`src/adc_pkg.sv`:
```
package adc_pkg;
   // register map, byte offsets on the 8-bit address port
   localparam logic [7:0] ADC_STATUS_CTRL_OFS = 8'h00;
   localparam logic [7:0] ADC_RESULT_OFS = 8'h01;
   // converter_status_control field positions
   localparam int ADC_DONE_BIT = 7;
   localparam int ADC_RC_SEL_BIT = 6;
   localparam int ADC_POWER_BIT = 5;
   localparam int ADC_CHAN_LSB = 0;
   localparam int ADC_CHAN_W = 5;
   // values after reset
   localparam logic [ADC_CHAN_W-1:0] ADC_CHAN_RST = 5'h00;
   localparam logic [7:0] ADC_RESULT_RST = 8'h00;
   localparam logic [7:0] ADC_RDATA_NONE = 8'h00;
   // channel codes
   localparam logic [ADC_CHAN_W-1:0] ADC_CH_EXT_LAST = 5'h04;
   localparam logic [ADC_CHAN_W-1:0] ADC_CH_REF_HIGH = 5'h10;
   localparam logic [ADC_CHAN_W-1:0] ADC_CH_REF_MID = 5'h11;
   localparam logic [ADC_CHAN_W-1:0] ADC_CH_REF_LOW = 5'h12;
   localparam logic [ADC_CHAN_W-1:0] ADC_CH_FACTORY = 5'h13;
   localparam logic [7:0] ADC_RESERVED_RESULT = 8'h00;
   // conversion timing, in conversion clock periods
   localparam int ADC_CONV_PERIODS = 32;
   localparam logic [4:0] ADC_STEP_LOAD = 5'(ADC_CONV_PERIODS - 1);
   localparam logic [1:0] ADC_BIT_SPAN = 2'h3;
   localparam logic [7:0] ADC_FIRST_TRIAL = 8'h80;
   // conversion clock floor against the bus clock
   localparam int ADC_SYS_CLK_KHZ = 100000;
   localparam int ADC_CONV_MIN_KHZ = 1000;
   localparam int ADC_SYS_PER_CONV_MAX = ADC_SYS_CLK_KHZ / ADC_CONV_MIN_KHZ;
   localparam int ADC_SYS_PER_CONV = 1;
   typedef enum logic [1:0] {
      ADC_ST_OFF = 2'b00,
      ADC_ST_SAMPLE = 2'b01,
      ADC_ST_RESOLVE = 2'b11,
      ADC_ST_HOLD = 2'b10
   } adc_state_t;
   typedef struct packed {
      adc_state_t st;
      logic [4:0] step;
      logic [1:0] phase;
      logic [7:0] trial;
      logic [7:0] dac;
      logic [7:0] result;
      logic done;
      logic rc_sel;
      logic power_on;
      logic [ADC_CHAN_W-1:0] chan;
      logic run;
      logic sample;
      logic [7:0] rdata;
      logic [2:0] rc_sync;
      logic [1:0] comp_sync;
      logic [1:0] chip_sync;
   } adc_regs_t;
endpackage

```
`src/adc_seq_ctrl.sv`:
```
// Function
// - one conversion takes 32 conversion clock periods, clock at least 1 MHz.
// - stop mode switches the RC oscillator off, power bit stays set.
// - wait mode does not disturb conversions or the done flag.
// - RC-paced results are moved into the result register on bus clock.
// - done flag is read-only, set when a conversion completes.
// - status write clears flag and restarts; result read clears flag.
// - conversions repeat every 32 periods until the status register is rewritten.
// - each new result overwrites the previous one regardless of the flag.
// - RC select bit clocks conversion from the RC oscillator.
// - power-on bit enables charge pump and current sources.
// - five-bit channel field picks pins 00-04 or references 10h-13h.
// - in single-chip mode channel 13h is reserved and converts to zero.
// - the 8-bit result loads at the moment the done flag sets.
// - stop mode turns off comparator and pump and aborts conversion.
// - stop mode leaves result and status/control contents untouched.
// - input sampled once at start, then compared against D/A output.
// - high reference gives ffh, low gives 00h, above saturates silently.
module adc_seq_ctrl
   import adc_pkg::*;
(
   // clock and reset
   input wire logic CLK_SYS_I,
   input wire logic ARST_N_I,
   // register port
   input wire logic [7:0] ADDR_I,
   input wire logic [7:0] WDATA_I,
   input wire logic WR_I,
   input wire logic RD_I,
   output logic [7:0] RDATA_O,
   // low-power and single-chip modes from the cpu
   input wire logic STOP_I,
   input wire logic SINGLE_CHIP_I,
   // analog side
   input wire logic RC_OSC_I,
   input wire logic COMP_I,
   output logic RC_OSC_EN_O,
   output logic PUMP_EN_O,
   output logic COMP_EN_O,
   output logic SAMPLE_O,
   output logic [ADC_CHAN_W-1:0] CHAN_O,
   output logic [7:0] DAC_O
);

   adc_regs_t r_r;
   adc_regs_t r_nxt;

   logic rc_rise;
   logic conv_tick;
   logic wr_ctrl;
   logic rd_result;
   logic done_set;
   logic done_clr;
   logic keep_bit;
   logic [7:0] dac_dec;

   // channel code that must read back as zero
   function automatic logic chan_reserved(input logic [ADC_CHAN_W-1:0] ch,
                                          input logic single_chip);
      chan_reserved = single_chip && (ch == ADC_CH_FACTORY);
   endfunction

   always_comb begin
      r_nxt = r_r;
      r_nxt.sample = 1'b0;
      r_nxt.rdata = ADC_RDATA_NONE;
      // pin synchronisers; only stage 1 and later are read
      r_nxt.rc_sync = {r_r.rc_sync[1:0], RC_OSC_I};
      r_nxt.comp_sync = {r_r.comp_sync[0], COMP_I};
      r_nxt.chip_sync = {r_r.chip_sync[0], SINGLE_CHIP_I};

      rc_rise = r_r.rc_sync[1] & ~r_r.rc_sync[2];
      // bus clock tick every cycle keeps well above the 1 MHz floor
      conv_tick = r_r.rc_sel ? rc_rise : 1'b1;
      wr_ctrl = WR_I && (ADDR_I == ADC_STATUS_CTRL_OFS);
      rd_result = RD_I && (ADDR_I == ADC_RESULT_OFS);
      done_set = 1'b0;
      keep_bit = r_r.comp_sync[1];
      dac_dec = keep_bit ? r_r.dac : (r_r.dac & ~r_r.trial);

      // register reads, data one cycle later
      if (RD_I) begin
         unique case (ADDR_I)
            ADC_STATUS_CTRL_OFS: begin
               r_nxt.rdata = {r_r.done, r_r.rc_sel, r_r.power_on, r_r.chan};
            end
            ADC_RESULT_OFS: begin
               r_nxt.rdata = r_r.result;
            end
            default: begin
               r_nxt.rdata = ADC_RDATA_NONE;
            end
         endcase
      end

      // done flag itself is not writable
      if (wr_ctrl) begin
         r_nxt.rc_sel = WDATA_I[ADC_RC_SEL_BIT];
         r_nxt.power_on = WDATA_I[ADC_POWER_BIT];
         r_nxt.chan = WDATA_I[ADC_CHAN_LSB +: ADC_CHAN_W];
         r_nxt.run = 1'b1;
      end

      // stop aborts; registers are left alone so it resumes afterwards
      if (STOP_I || !r_r.power_on || !r_r.run) begin
         r_nxt.st = ADC_ST_OFF;
         r_nxt.step = 5'h00;
         r_nxt.phase = 2'h0;
         r_nxt.trial = 8'h00;
         r_nxt.dac = 8'h00;
      end else if (wr_ctrl) begin
         r_nxt.st = ADC_ST_SAMPLE;
         r_nxt.step = 5'h00;
         r_nxt.phase = 2'h0;
         r_nxt.trial = 8'h00;
      end else if (conv_tick) begin
         unique case (r_r.st)
            ADC_ST_OFF: begin
               r_nxt.st = ADC_ST_SAMPLE;
               r_nxt.step = 5'h00;
            end
            ADC_ST_SAMPLE: begin
               // input held once, then only the d/a moves
               r_nxt.sample = 1'b1;
               r_nxt.step = r_r.step + 5'h01;
               r_nxt.phase = 2'h0;
               r_nxt.trial = ADC_FIRST_TRIAL;
               r_nxt.dac = ADC_FIRST_TRIAL;
               r_nxt.st = ADC_ST_RESOLVE;
            end
            ADC_ST_RESOLVE: begin
               r_nxt.step = r_r.step + 5'h01;
               // three periods per bit cover d/a settling plus comparator sync
               if (r_r.phase == ADC_BIT_SPAN - 2'h1) begin
                  r_nxt.phase = 2'h0;
                  r_nxt.trial = r_r.trial >> 1;
                  if (r_r.trial[0]) begin
                     r_nxt.dac = dac_dec;
                     r_nxt.st = ADC_ST_HOLD;
                  end else begin
                     r_nxt.dac = dac_dec | (r_r.trial >> 1);
                  end
               end else begin
                  r_nxt.phase = r_r.phase + 2'h1;
               end
            end
            ADC_ST_HOLD: begin
               if (r_r.step == ADC_STEP_LOAD) begin
                  r_nxt.step = 5'h00;
                  r_nxt.st = ADC_ST_SAMPLE;
                  if (chan_reserved(r_r.chan, r_r.chip_sync[1])) begin
                     r_nxt.result = ADC_RESERVED_RESULT;
                  end else begin
                     r_nxt.result = r_r.dac;
                  end
                  done_set = 1'b1;
               end else begin
                  r_nxt.step = r_r.step + 5'h01;
               end
            end
         endcase
      end

      // set beats a same-cycle clear; wait mode has no effect here
      done_clr = wr_ctrl || rd_result;
      r_nxt.done = done_set || (r_r.done && !done_clr);
   end

   always_ff @(posedge CLK_SYS_I or negedge ARST_N_I) begin
      if (!ARST_N_I) begin
         r_r <= '{st: ADC_ST_OFF, step: 5'h00, phase: 2'h0, trial: 8'h00,
                  dac: 8'h00, result: ADC_RESULT_RST, done: 1'b0,
                  rc_sel: 1'b0, power_on: 1'b0, chan: ADC_CHAN_RST,
                  run: 1'b0, sample: 1'b0, rdata: ADC_RDATA_NONE,
                  rc_sync: 3'h0, comp_sync: 2'h0, chip_sync: 2'h0};
      end else begin
         r_r <= r_nxt;
      end
   end

   assign RDATA_O = r_r.rdata;
   // analog enables drop in stop without touching the stored bits
   assign RC_OSC_EN_O = r_r.rc_sel & ~STOP_I;
   assign PUMP_EN_O = r_r.power_on & ~STOP_I;
   assign COMP_EN_O = r_r.power_on & ~STOP_I;
   assign SAMPLE_O = r_r.sample;
   assign CHAN_O = r_r.chan;
   assign DAC_O = r_r.dac;

endmodule // adc_seq_ctrl

```
`config.mk`:
```
export PLATFORM = sky130hd
export DESIGN_NAME = adc_seq_ctrl
export DESIGN_NICKNAME = d
export VERILOG_FILES = /design/src/adc_pkg.sv /design/src/adc_seq_ctrl.sv
export SDC_FILE = /design/constraint.sdc
export NUM_CORES = 1
export LEC_CHECK = 0
export BUFFER_PORTS_ARGS = -buffer_cell sky130_fd_sc_hd__buf_2
export CAP_MARGIN = 30
export CORE_UTILIZATION = 56
export CTS_CLUSTER_DIAMETER = 50
export DETAILED_ROUTE_END_ITERATION = 8
export PLACE_DENSITY = 0.82
export SLEW_MARGIN = 20
export SYNTH_ARGS = -nofsm -noshare
export SYNTH_HDL_FRONTEND = slang
export SYNTH_SLANG_ARGS = --single-unit
```
`constraint.sdc`:
```
create_clock -name CLK_SYS_I -period 2.4 [get_ports CLK_SYS_I]
set_clock_uncertainty 0.1 [all_clocks]
set_input_delay 0.36 -clock CLK_SYS_I [delete_from_list [all_inputs] [get_ports CLK_SYS_I]]
set_output_delay 0.36 -clock CLK_SYS_I [all_outputs]
set_load 0.01 [all_outputs]
```
==> metrics <==
Util after Layout 69.1%; Post-Synthesis Cells 276; Final Cycle Share 88.0%; TritonCTS clock tree built; Tot GR Track Use 24.3%; starting density of the core 60.1%; leakage 1.64 nW; layout cell share with drive strength beyond 1 28.3%; average cell area after synthesis 10.5 um2; fin worst setup slack 0.288 ns; crit path time final 2.11 ns; status complete, no violations; RSZ-0062 raised after global routing no; drt total wl 5870 um; hpwl dp 3950 um; # setup viols final 0; Clock Path Buffers 2; clk_lat worst skew 0.33 ns; final hold slack 0.0276 ns; DR iter-0 viols 188; first-pass GRT wire length 9610 um; antenna viol nets, final 0; crit path DAT 2.26 ns; max-slew violations 0; Seq/Total Area, Yosys 49.8%; Residual DRC 0; number of global-route vias before repair 2009; Placer Congestion 0.761; Clk pin slew, worst setup/hold paths 0.06 ns; Die Y 74.1 um; Avg Vias per Cell 5.50; antenna violations before repair 0; Hold Vio Cnt, Final 0; Worst Hold Class in -> reg; CTS resizes 0; YS warnings 0; slew margin rel. 62.7%; FF+latch count, synth 58; postcts setup bufs 0; DIE AREA 5490 um2; Synth top area share 49.8%; Routed wire per std cell 15.0 um; row count 25; area leader, netlist dfrtp_1; Max Clk Rate 0.473 GHz; GR Overflow Total 0; Top Ports 49; TritonCTS Sinks 58; most frequent cells in the layout 58 x dfrtp_1, 48 x buf_2, 36 x nand2_1, 27 x inv_1, 24 x mux2i_1; CTS Hold Bufs 1; Unique masters post-synth 49; Syn Std Cell Area 2910 um2; Setup crit start kind flip-flop; Post-Place Setup Slack 0.219 ns; top cells by area, synth dfrtp_1 50%, mux2i_1 8.3%, buf_4 5.9%, nand2_1 4.6%, inv_1 3.5%; largest net degree at the start of global routing 59; Final Non-Filler Cells 392; nets@finish 347; synthesis-to-finish area growth 15.1%; die width 74.1 um; H-Tree Depth 3; CTS Buf Count 9; PwrDens 606 nW/um2; Worst EP required 2.55 ns; maximum vdd drop 0.000379 V; CP Max Fanout 5; Synth Net Count 302; TNS Setup 0 ns; most common cell after layout, fill and taps aside dfrtp_1; Port Buffer Count 47; CTS Root Cell clkbuf_8; Worst-Margin Slew 0.555 ns; core area 4850 um2; via count 2156; CP Capture Type flip-flop; diode count 0; critical path class reg -> reg; Primary FF master, synth dfrtp_1; EDFF count, synth 0; fraction of registers with async set/reset 100%; TritonRoute pass-1 iters 7; dpl cells 376; max-cap check violation count 0
per-layer routing:
metal  GRT usage, %  up-vias  wire length (um)  share of wire, %
li1               -     1038                 -                 -
met1           31.6     1052              2650                45
met2           38.0       56              2820                48
met3           7.72       10               297               5.1
met4           9.83        0               102               1.7
met5              0        -                 0                 0
final timing paths:
| kind | start | endpoint | slack (ns) | cells past startpoint |
|---|---|---|---|---|
| min | RC_OSC_I | r_nxt[5] | 0.03 | 1 |
| max | r_r[52] | r_r[26] | 0.29 | 8 |
| min in group asynchronous | ARST_N_I | CHAN_O[2] | 0.45 | 3 |
| max in group asynchronous | ARST_N_I | r_nxt[3] | 1.50 | 3 |
| max reg2reg | r_r[52] | r_r[26] | 0.29 | 8 |
| min reg2reg | r_nxt[3] | keep_bit | 0.25 | 0 |
layout make-up:
class / instances / area [um2]
tap: 67 / 83.8
sequential: 58 / 1450
fill: 361 / 1500
clock buffer: 13 / 169
inverter: 27 / 101
multi-input combinational: 158 / 1110
timing repair buffer: 67 / 398
clock inverter: 2 / 35.0
report_power, final:
part	internal, mW	switching, mW	total [mW]
Sequential	0.992	0.0115	1.00
Combinational	0.0451	0.0603	0.105
Clock	0.557	0.366	0.923
Total	1.59	0.438	2.03
per-stage QoR:
| stage | cell area [um2] | total power [mW] |
|---|---|---|
| after floorplan | 2910 | 1.07 |
| after global placement | 3130 | 1.12 |
| after detailed placement | 3140 | 1.13 |
| after CTS | 3350 | 2.05 |
| after global routing | 3350 | 2.09 |
| final | 3350 | 2.03 |
registers in the layout, summed over array words and instances (netlist names):
| signal | flops |
|---|---|
| CHAN_O | 5 |
| DAC_O | 8 |
| RDATA_O | 8 |
| SAMPLE_O | 1 |
| keep_bit | 1 |
| r_nxt | 4 |
| r_r | 31 |
logic make-up (layout without fill, tap and decap cells):
logic type	count (synthesis)	in the layout	share of synthesized area, %
AO/OA/AOI/OAI	40	40	12.2
adder cells (fa/ha/maj)	2	2	0.859
buffers and inverters	60	109	11.9
flip-flops	58	58	49.8
multiplexers	25	25	8.64
AND/OR/NAND/NOR	91	91	16.5
worst max-delay path: stages, from the launching register on:
cell and delay, ns:
dfrtp_1 0.36, ha_1 0.16, and3_1 0.16, ha_1 0.15, nand3_1 0.08, nor3_1 0.39
buf_2 0.27, buf_4 0.16, mux2i_1 0.20
Yosys cell counts (5+ instances only):
cell / count
dfrtp_1: 58
nand2_1: 36
inv_1: 27
mux2i_1: 24
buf_4: 23
nand3_1: 13
nor2_1: 11
o2111ai_1: 7
o221ai_1: 6
buf_2: 5
nand2b_1: 5
Note: power is estimated with default switching activity, not from simulation.
